[src/shared/oepc_consts.svh]
// Constants for the one-time-programmable memory programming controller
`ifndef OEPC_CONSTS_SVH
`define OEPC_CONSTS_SVH
`define OEPC_CLK_MHZ 10
`define OEPC_PULSE_US 100
`define OEPC_PULSE_CYC (`OEPC_PULSE_US * `OEPC_CLK_MHZ)
`define OEPC_MAX_PULSES 25
`define OEPC_ACC_NS 150
`define OEPC_ACC_CYC ((`OEPC_ACC_NS * `OEPC_CLK_MHZ + 999) / 1000)
`define OEPC_SETUP_CYC 1
`define OEPC_ERASED_BYTE 8'hFF
`define OEPC_ADDR_W 17
`define OEPC_DATA_W 8
`define OEPC_TRIG_BIT 9
`define OEPC_SEL_BIT 0
`endif

[src/shared/oepc_pkg.sv]
// Types for the programming controller
`default_nettype none
package oepc_pkg;
	typedef enum logic [3:0] {
		ST_IDLE, ST_SETUP, ST_PULSE, ST_VSET, ST_VCHK, ST_NEXT,
		ST_RSET, ST_RCHK, ST_ID, ST_READ, ST_DONE
	} oepc_state_e;
	typedef struct packed {
		oepc_state_e st;
		logic [16:0] addr;
		logic [7:0] wdata;
		logic [7:0] rdata;
		logic [15:0] cnt;
		logic [4:0] pulses;
		logic [1:0] sync_ph;
		logic ce_n;
		logic oe_n;
		logic pls_n;
		logic vpp_hi;
		logic idv_en;
		logic dq_oe_n;
		logic busy;
		logic done;
		logic fail;
		logic ok;
		logic [16:0] fail_addr;
		logic [7:0] sync1;
		logic [7:0] sync2;
		logic [7:0] sync3;
		logic rv;
		logic req;
	} oepc_state_s;
endpackage
`default_nettype wire

[src/logic/oepc_ctrl.sv]
// Host-side programmer and reader for a 128K x 8 OTP memory
`timescale 1ns/10ps
`default_nettype none
`include "oepc_consts.svh"
module oepc_ctrl #(
	parameter int PULSE_CYC = `OEPC_PULSE_CYC,
	parameter int MAX_PULSES = `OEPC_MAX_PULSES,
	parameter logic [16:0] LAST_ADDR = 17'h1FFFF
) (
	input wire logic clk,
	input wire logic rstn,
	input wire logic clk_en,
	input wire logic start_prog,
	input wire logic start_read,
	input wire logic start_id,
	input wire logic [16:0] req_addr,
	input wire logic id_byte_sel,
	input wire logic [7:0] prog_data,
	output logic prog_data_req,
	output logic [16:0] mem_addr,
	output logic [7:0] dq_out,
	output logic dq_oe_n,
	input wire logic [7:0] dq_in,
	output logic ce_n,
	output logic oe_n,
	output logic program_pulse_n,
	output logic vpp_prog_level,
	output logic identify_high_voltage_level,
	output logic busy,
	output logic done,
	output logic fail,
	output logic [16:0] fail_addr,
	output logic [7:0] read_data,
	output logic read_valid,
	output logic id_parity_ok
);
	oepc_pkg::oepc_state_s s_r, s_nxt;

	// Odd parity over all eight bits
	function automatic logic odd_par(input logic [7:0] b);
		odd_par = ^b;
	endfunction

	function automatic logic [15:0] acc_cnt();
		acc_cnt = 16'(`OEPC_ACC_CYC + `OEPC_SETUP_CYC);
	endfunction

	// ****************************************
	// Sequencer
	// ****************************************
	always_comb begin
		s_nxt = s_r;
		s_nxt.rv = 1'b0;
		// Pin data crosses from the device: three stages, second and third must agree
		s_nxt.sync1 = dq_in;
		s_nxt.sync2 = s_r.sync1;
		s_nxt.sync3 = s_r.sync2;
		s_nxt.done = 1'b0;
		if (s_r.cnt != 16'h0000) begin
			s_nxt.cnt = s_r.cnt - 16'h0001;
		end
		unique case (s_r.st)
			oepc_pkg::ST_IDLE: begin
				s_nxt.ce_n = 1'b1;
				s_nxt.oe_n = 1'b1;
				s_nxt.pls_n = 1'b1;
				s_nxt.vpp_hi = 1'b0;
				s_nxt.idv_en = 1'b0;
				s_nxt.dq_oe_n = 1'b1;
				if (start_prog) begin
					s_nxt.busy = 1'b1;
					s_nxt.fail = 1'b0;
					s_nxt.addr = '0;
					s_nxt.pulses = '0;
					s_nxt.wdata = prog_data;
					s_nxt.vpp_hi = 1'b1;
					s_nxt.st = oepc_pkg::ST_SETUP;
					s_nxt.cnt = 16'(`OEPC_SETUP_CYC);
				end else if (start_id) begin
					s_nxt.busy = 1'b1;
					// Only the byte select line may be high here
					s_nxt.addr = '0;
					s_nxt.addr[`OEPC_SEL_BIT] = id_byte_sel;
					s_nxt.idv_en = 1'b1;
					s_nxt.ce_n = 1'b0;
					s_nxt.oe_n = 1'b0;
					s_nxt.cnt = acc_cnt();
					s_nxt.st = oepc_pkg::ST_ID;
				end else if (start_read) begin
					s_nxt.busy = 1'b1;
					s_nxt.addr = req_addr;
					s_nxt.ce_n = 1'b0;
					s_nxt.oe_n = 1'b0;
					s_nxt.cnt = acc_cnt();
					s_nxt.st = oepc_pkg::ST_READ;
				end
			end
			oepc_pkg::ST_SETUP: begin
				// Address, data and supply settle before the pulse
				s_nxt.ce_n = 1'b0;
				s_nxt.oe_n = 1'b1;
				s_nxt.dq_oe_n = 1'b0;
				if (s_r.cnt == 16'h0000 && s_r.dq_oe_n == 1'b0) begin
					s_nxt.pls_n = 1'b0;
					s_nxt.pulses = s_r.pulses + 5'h01;
					s_nxt.cnt = 16'(PULSE_CYC - 1);
					s_nxt.st = oepc_pkg::ST_PULSE;
				end
			end
			oepc_pkg::ST_PULSE: begin
				if (s_r.cnt == 16'h0000) begin
					s_nxt.pls_n = 1'b1;
					s_nxt.dq_oe_n = 1'b1;
					s_nxt.st = oepc_pkg::ST_VSET;
					s_nxt.cnt = 16'(`OEPC_SETUP_CYC);
				end
			end
			oepc_pkg::ST_VSET: begin
				// Release the bus before the device starts driving
				if (s_r.cnt == 16'h0000) begin
					s_nxt.oe_n = 1'b0;
					s_nxt.cnt = acc_cnt();
					s_nxt.st = oepc_pkg::ST_VCHK;
				end
			end
			oepc_pkg::ST_VCHK: begin
				if (s_r.cnt == 16'h0000 && s_r.sync2 == s_r.sync3) begin
					s_nxt.oe_n = 1'b1;
					if (s_r.sync3 == s_r.wdata) begin
						s_nxt.st = oepc_pkg::ST_NEXT;
					end else if (32'(s_r.pulses) >= MAX_PULSES) begin
						s_nxt.fail = 1'b1;
						s_nxt.fail_addr = s_r.addr;
						s_nxt.st = oepc_pkg::ST_DONE;
					end else begin
						s_nxt.st = oepc_pkg::ST_SETUP;
						s_nxt.cnt = 16'(`OEPC_SETUP_CYC);
					end
				end
			end
			oepc_pkg::ST_NEXT: begin
				s_nxt.pulses = '0;
				s_nxt.wdata = prog_data;
				if (s_r.addr == LAST_ADDR) begin
					// Final pass at normal supply
					s_nxt.vpp_hi = 1'b0;
					s_nxt.addr = '0;
					s_nxt.ce_n = 1'b0;
					s_nxt.oe_n = 1'b0;
					s_nxt.cnt = acc_cnt();
					s_nxt.st = oepc_pkg::ST_RSET;
				end else begin
					s_nxt.addr = s_r.addr + 17'h00001;
					s_nxt.cnt = 16'(`OEPC_SETUP_CYC);
					s_nxt.st = oepc_pkg::ST_SETUP;
				end
			end
			oepc_pkg::ST_RSET: begin
				if (s_r.cnt == 16'h0000 && s_r.sync2 == s_r.sync3) begin
					s_nxt.st = oepc_pkg::ST_RCHK;
				end
			end
			oepc_pkg::ST_RCHK: begin
				if (s_r.sync3 != s_r.wdata) begin
					s_nxt.fail = 1'b1;
					s_nxt.fail_addr = s_r.addr;
					s_nxt.st = oepc_pkg::ST_DONE;
				end else if (s_r.addr == LAST_ADDR) begin
					s_nxt.st = oepc_pkg::ST_DONE;
				end else begin
					s_nxt.addr = s_r.addr + 17'h00001;
					s_nxt.wdata = prog_data;
					s_nxt.cnt = acc_cnt();
					s_nxt.st = oepc_pkg::ST_RSET;
				end
			end
			oepc_pkg::ST_ID, oepc_pkg::ST_READ: begin
				if (s_r.cnt == 16'h0000 && s_r.sync2 == s_r.sync3) begin
					s_nxt.rdata = s_r.sync3;
					// Identifier bytes must have odd parity
					s_nxt.ok = (s_r.st == oepc_pkg::ST_ID) ? odd_par(s_r.sync3) : 1'b0;
					s_nxt.rv = 1'b1;
					s_nxt.st = oepc_pkg::ST_DONE;
				end
			end
			oepc_pkg::ST_DONE: begin
				s_nxt.ce_n = 1'b1;
				s_nxt.oe_n = 1'b1;
				s_nxt.pls_n = 1'b1;
				s_nxt.vpp_hi = 1'b0;
				s_nxt.idv_en = 1'b0;
				s_nxt.dq_oe_n = 1'b1;
				s_nxt.busy = 1'b0;
				s_nxt.done = 1'b1;
				s_nxt.st = oepc_pkg::ST_IDLE;
			end
			default: begin
				s_nxt.st = oepc_pkg::ST_IDLE;
			end
		endcase
		// Registered copy of the address-step states keeps the pin a flop output
		s_nxt.req = (s_nxt.st == oepc_pkg::ST_NEXT) || (s_nxt.st == oepc_pkg::ST_RCHK);
	end

	always_ff @(posedge clk or negedge rstn) begin
		if (!rstn) begin
			s_r <= '0;
			s_r.st <= oepc_pkg::ST_IDLE;
			s_r.ce_n <= 1'b1;
			s_r.oe_n <= 1'b1;
			s_r.pls_n <= 1'b1;
			s_r.dq_oe_n <= 1'b1;
			s_r.wdata <= `OEPC_ERASED_BYTE;
		end else if (clk_en) begin
			s_r <= s_nxt;
		end
	end

	// ****************************************
	// Outputs
	// ****************************************
	assign mem_addr = s_r.addr;
	assign dq_out = s_r.wdata;
	assign dq_oe_n = s_r.dq_oe_n;
	assign ce_n = s_r.ce_n;
	assign oe_n = s_r.oe_n;
	assign program_pulse_n = s_r.pls_n;
	assign vpp_prog_level = s_r.vpp_hi;
	assign identify_high_voltage_level = s_r.idv_en;
	assign busy = s_r.busy;
	assign done = s_r.done;
	assign fail = s_r.fail;
	assign fail_addr = s_r.fail_addr;
	assign read_data = s_r.rdata;
	assign read_valid = s_r.rv;
	assign id_parity_ok = s_r.ok;
	// Asks the source for the next byte whenever the address steps; the byte for address 0 is taken at start_prog unasked
	assign prog_data_req = s_r.req;
endmodule
`default_nettype wire

[config.mk]
export PLATFORM = sky130hd
export DESIGN_NAME = oepc_ctrl
export DESIGN_NICKNAME = d
export VERILOG_FILES = /design/src/shared/oepc_pkg.sv /design/src/logic/oepc_ctrl.sv
export VERILOG_INCLUDE_DIRS = /design/src /design/src/shared
export SDC_FILE = /design/constraint.sdc
export NUM_CORES = 1
export LEC_CHECK = 0
export ABC_AREA = 1
export BUFFER_PORTS_ARGS = -buffer_cell sky130_fd_sc_hd__buf_4
export CORE_ASPECT_RATIO = 0.5
export CORE_MARGIN = 2
export CORE_UTILIZATION = 50
export CTS_CLUSTER_DIAMETER = 40
export CTS_CLUSTER_SIZE = 40
export DETAILED_ROUTE_END_ITERATION = 8
export PLACE_DENSITY = 0.72
export SLEW_MARGIN = 25
export SYNTH_ARGS = -nofsm -noshare
export SYNTH_HDL_FRONTEND = slang
export SYNTH_SLANG_ARGS = --single-unit
export TNS_END_PERCENT = 20
[constraint.sdc]
create_clock -name clk -period 2.7 [get_ports clk]
set_input_delay 0.135 -clock clk [delete_from_list [all_inputs] [get_ports clk]]
set_output_delay 0.135 -clock clk [all_outputs]
set_load 0.005 [all_outputs]
==> results of run 1 <==
-- flip-flops by register name (all words and copies together) (netlist names), 8 cells and up --
| signal | cells |
|---|---|
| read_data | 8 |
| s_r | 33 |
| mem_addr | 17 |
| fail_addr | 17 |
| s_nxt | 16 |
| dq_out | 8 |
-- worst paths after layout --
check	from	end
worst max-delay path	mem_addr[1]	s_r[109]
worst min-delay path	prog_data[5]	dq_out[5]
worst max register to register	mem_addr[1]	s_r[109]
worst min register to register	s_nxt[14]	s_nxt[14]
max in group asynchronous	rstn	read_data[6]
min in group asynchronous	rstn	fail_addr[2]
-- power by group --
group | switching (mW) | total [mW] | internal, mW
logic | 1.42 | 2.43 | 1.01
clock network | 0.671 | 1.32 | 0.648
registers | 0.370 | 2.46 | 2.09
-- cells in the final DEF (no fill, tap or decap), drive strengths merged, types with 12 or more instances in the layout --
cell type and count:
nand2 249, buf 116, inv 104, dfrtp 99
o21ai 98, nor2 88, nand3 44, a21oi 28
xnor2 18, dlygate4sd3 15, dfstp 12
-- critical path: stages, from the launching register on --
cell      delay [ns]
dfrtp_1         0.40
ha_4            0.16
nand4_1         0.15
nor2_2          0.20
nand3_2         0.11
inv_2           0.09
nand2_2         0.07
nor3_2          0.17
ha_2            0.21
inv_1           0.08
nand2_2         0.09
o21ai_0         0.08
nand3b_1        0.16
nor2_1          0.13
nand3_1         0.12
nand2_1         0.07
o21ai_0         0.07
-- cells by family after synthesis --
group	Yosys count	synth area share, %
AND/OR/NAND/NOR	408	27.7
XOR/XNOR	25	3.27
adder cells (fa/ha/maj)	6	1.12
flip-flops	111	41.7
buffers and inverters	171	13.4
AO/OA/AOI/OAI	142	12.8
-- per-layer routing --
metal	vias to the layer above	global-route usage (%)
li1	2840	-
met1	2654	32.1
met3	18	3.88
met2	177	36.9
met4	0	5.77
met5	-	0
-- layout make-up --
class / count / area [um2]
fill: 1185 / 5120
multi-input combinational: 581 / 3050
sequential: 111 / 2790
timing repair buffer: 131 / 1030
inverter: 101 / 387
clock buffer: 9 / 225
tap: 170 / 213
clock inverter: 7 / 61.3
-- stage by stage --
step / instances / utilization, % / setup TNS [ns] / hold slack (ns) / setup WS, ns
global route: 1110 / 60.2 / -0.0393 / 0.0410 / -0.0333
floorplan: 863 / - / 0 / -0.161 / 0.317
finish: 1110 / 60.2 / 0 / 0.0177 / 0.242
CTS: 1108 / 59.9 / 0 / 0.0127 / 0.0890
global placement: 1077 / 56.5 / 0 / 0.108 / 0.225
detailed placement: 1077 / 56.5 / 0 / 0.120 / 0.109
-- timing repair --
item | in CTS | in global routing
setup buffers | 0 | 2
setup endpoints to repair | 0 | 35
hold buffers | 15 | 0
hold endpoints to repair | 36 | 0
resized for setup | 0 | 10
==> impl_metrics.yaml, run 1 <==
sta:
  slew_viol_final: 0
  hold_violations: 0
  slew_headroom_pct: 68.0
  worst_pin_slew_ns: 0.480
  fin_crit_ns: 2.46
  fmax_mhz: 407
  setup_viol: 0
  clock-skew-final_ns: 0.0128
  period_share_pct: 91.0
global_route:
  antenna_found_initial: 0
  track_usage_pct: 22.7
  grt_pass1_wl_um: 26400
  grt_pass1_vias: 5454
  grt_max_degree: 52
  overflow: 0
drt:
  top_layer: "met4"
  ant_nets: 0
  wl_met1_um: 7750
  dr_wl_met3_um: 916
  wl_per_cell_um: 14.2
  firstDrtPassIters: 5
  totalWireLength_um: 15800
  first_iter_violations: 531
  avgViaCountPerCell: 5.13
  wl_met2_um: 6990
  via_count: 5689
  drc: 0
yosys:
  yosys.area.top_type: "dfrtp_1"
  syn_nets: 909
  synthFlopType: "dfrtp_1"
  synth_cells: 863
  synth_area_um2: 6700
  synthArstFlopShare_pct: 100
  synth_seq_cells: 111
  synth-edff-count: 0
  seq_area_frac_synth_pct: 41.7
  ys.warnings.count: 0
  syn_area_per_cell_um2: 7.77
  yosys.cell_count.top_type: "nand2_1"
  synth_cell_type_count: 48
  synth_common_cells: "234 x nand2_1, 99 x dfrtp_1, 80 x inv_1"
  synth.area.top_cells: "dfrtp_1 37%, nand2_1 13%, buf_4 5.7%"
  synth_top_area_share_pct: 37.0
clock_tree:
  clock-root-buffer: "clkbuf_16"
  cts.path.max_buffers: 2
  clk_latency_ns: 0.35
  path_clk_slew_ns: 0.08
  h-tree-depth: 3
  cts_tree: "done"
  cts_buffers: 9
  clock-sinks: 111
place:
  dpl_cell_area_um2: 7270
  hpwl_um: 11600
  gp_congestion: 0.958
  portBuffers: 101
final_layout:
  areaGrowthSynthToFinish_pct: 15.8
  fin_nets: 981
  final_layout_size_suffix_gt1_share_pct: 26.1
  design_area_um2: 7760
  num_antenna_cells: 0
floorplan:
  core_um2: 12900
  ioPinCount: 102
  dieArea_um2: 14400
  die_h_um: 85.9
  initial_core_util_pct: 52.0
  fp.dieW_um: 168
  num_rows: 29
job:
  maxCapViolations: 0
worst_setup_path:
  setup.worst_path.end_class: "flop"
  crit_fanout: 3
  start_kind: "flop"
  path_class: "reg -> reg"
  crit_arrival_ns: 2.69
  required_ns: 2.93
  reg2reg_depth: 16
  reg2reg_slack_ns: 0.24
hold_path:
  holdPathStages: 3
  hp-class: "in -> reg"
outcome:
  status: "finished, final reports clean"
power:
  total_power_mw: 6.21
  power_density_nw_per_um2: 800
  max-vdd-ir-drop_mv: 0.395
  p_leak_nw: 3.81
(Power assumes the default switching activity.)
==> inputs of run 2 (changes only) <==
- clock period: 2.7 -> 2.5 ns (I/O delays scaled with it)
==> run 2 against run 1 <==
Design area increased by 1.6%; combinational power increased by 12%; routed wire length increased by 2.5%; clock skew is 0.00085 ns lower; sequential share of layout area shrank 0.57 points; first-iteration DRC count increased by 8.7%; clock power is 14% higher.
==> impl_metrics.yaml, run 2 (synthesized netlist as in run 1, its figures left out) <==
drt:
  wl_per_cell_um: 14.4
  drc: 0
  totalWireLength_um: 16200
  first_iter_violations: 577
  via_count: 5797
  ant_nets: 0
  firstDrtPassIters: 5
  avgViaCountPerCell: 5.17
final_layout:
  seq_area_um2: 2790
  final_layout_size_suffix_gt1_share_pct: 27.2
  final_cell_mix: "231 x nand2_1, 126 x buf_4, 99 x dfrtp_1, 78 x inv_1, 69 x nor2_1"
  final_common_cell: "nand2_1"
  fill_cells: 1179
  num_antenna_cells: 0
  multi_input_area_um2: 3050
  largest_reg_flops: 33
  design_area_um2: 7880
  fin_nets: 993
  top_register: "s_r"
  areaGrowthSynthToFinish_pct: 17.6
clock_tree:
  path_clk_slew_ns: 0.07
  h-tree-depth: 3
  clock-root-buffer: "clkbuf_16"
  cts_buffers: 9
  cts.path.max_buffers: 2
  clock-sinks: 111
  clk_latency_ns: 0.36
  cts_tree: "done"
worst_setup_path:
  crit_fanout: 3
  required_ns: 2.72
  crit_arrival_ns: 2.60
  setup.worst_path.end_class: "flop"
  start_kind: "flop"
  reg2reg_depth: 16
  path_class: "reg -> reg"
sta:
  period_share_pct: 95.5
  hold_slack_ns: 0.0121
  fmax_mhz: 419
  hold_violations: 0
  slew_headroom_pct: 60.8
  setup_viol: 0
  fin_crit_ns: 2.39
  rsz0062_at_grt: "true"
  worst_pin_slew_ns: 0.589
  clock-skew-final_ns: 0.0120
  slew_viol_final: 0
place:
  dpl_cell_area_um2: 7360
  portBuffers: 101
  hpwl_um: 11800
  gp_congestion: 0.982
floorplan:
  num_rows: 29
  dieArea_um2: 14400
  core_um2: 12900
  die_h_um: 85.9
  fp.dieW_um: 168
  initial_core_util_pct: 52.0
  ioPinCount: 102
global_route:
  overflow: 0
  grt_pass1_vias: 5527
  track_usage_pct: 23.3
  grt_pass1_wl_um: 26800
  grt_max_degree: 67
  antenna_found_initial: 0
job:
  maxCapViolations: 0
power:
  max-vdd-ir-drop_mv: 0.578
  p_leak_nw: 3.89
  power_density_nw_per_um2: 871
hold_path:
  hp-class: "in -> reg"
  holdPathStages: 3
outcome:
  status: "finished, final reports clean"
==> run 2: cell type report <==
class                      instances  area share, %
inverter                         101           4.94
multi-input combinational        581           38.7
sequential                       111           35.4
clock inverter                     6          0.968
clock buffer                      10           2.90
timing repair buffer             143           14.4
tap                              170           2.70
==> run 2: critical path, stage by stage, from the launching register on <==
cell and delay, ns:
dfrtp_1 0.35, ha_2 0.18, nand4_1 0.13, nor2_2 0.19
nand3_2 0.12, inv_2 0.08, nand2_2 0.06, nor3_2 0.19
ha_2 0.22, inv_2 0.05, nand2_2 0.08, o21ai_1 0.07
nand3b_1 0.19, nor2_1 0.12, nand3_1 0.09, nand2_1 0.06
o21ai_1 0.07
==> run 2: stage by stage <==
stage                     cells  worst slack, ns  utilization (%)  power [mW]  TNS, ns
final                      1122            0.113             61.2        6.87        0
after global routing       1122          -0.0507             61.2        7.37   -0.253
after CTS                  1118           0.0196             60.7        6.87        0
after detailed placement   1087          -0.0712             57.1        5.31   -0.235
after global placement     1087           0.0568             57.1        5.26        0
after floorplan             863            0.117                -        4.58        0
==> run 2: power breakdown <==
| part | total (mW) | switching [mW] | internal (mW) |
|---|---|---|---|
| Clock | 1.51 | 0.715 | 0.798 |
| Combinational | 2.72 | 1.57 | 1.14 |
| Sequential | 2.64 | 0.381 | 2.26 |
| Total | 6.87 | 2.67 | 4.20 |
==> run 2: metal layers <==
layer	part of all wire, %	GRT usage (%)
met5	0	0
met4	0.93	4.98
met1	49	32.3
met3	5.8	4.89
met2	44	38.2
==> run 2: timing repair <==
item / in CTS / in global routing
pin swaps: 0 / 8
hold buffers: 15 / 0
endpoints found under the setup margin: 12 / 30
setup buffers: 0 / 4
gates resized for setup: 2 / 14
endpoints found under the hold margin: 50 / 0
==> run 2: path summary, 6_finish.rpt <==
kind | startpoint | to | slack, ns
max in group asynchronous | rstn | dq_out[6] | 1.41
worst min register to register | s_nxt[16] | s_nxt[16] | 0.48
min in group asynchronous | rstn | fail_addr[4] | 0.30
worst max-delay path | mem_addr[1] | s_r[109] | 0.11
worst min-delay path | prog_data[5] | dq_out[5] | 0.01
worst max register to register | mem_addr[1] | s_r[109] | 0.11
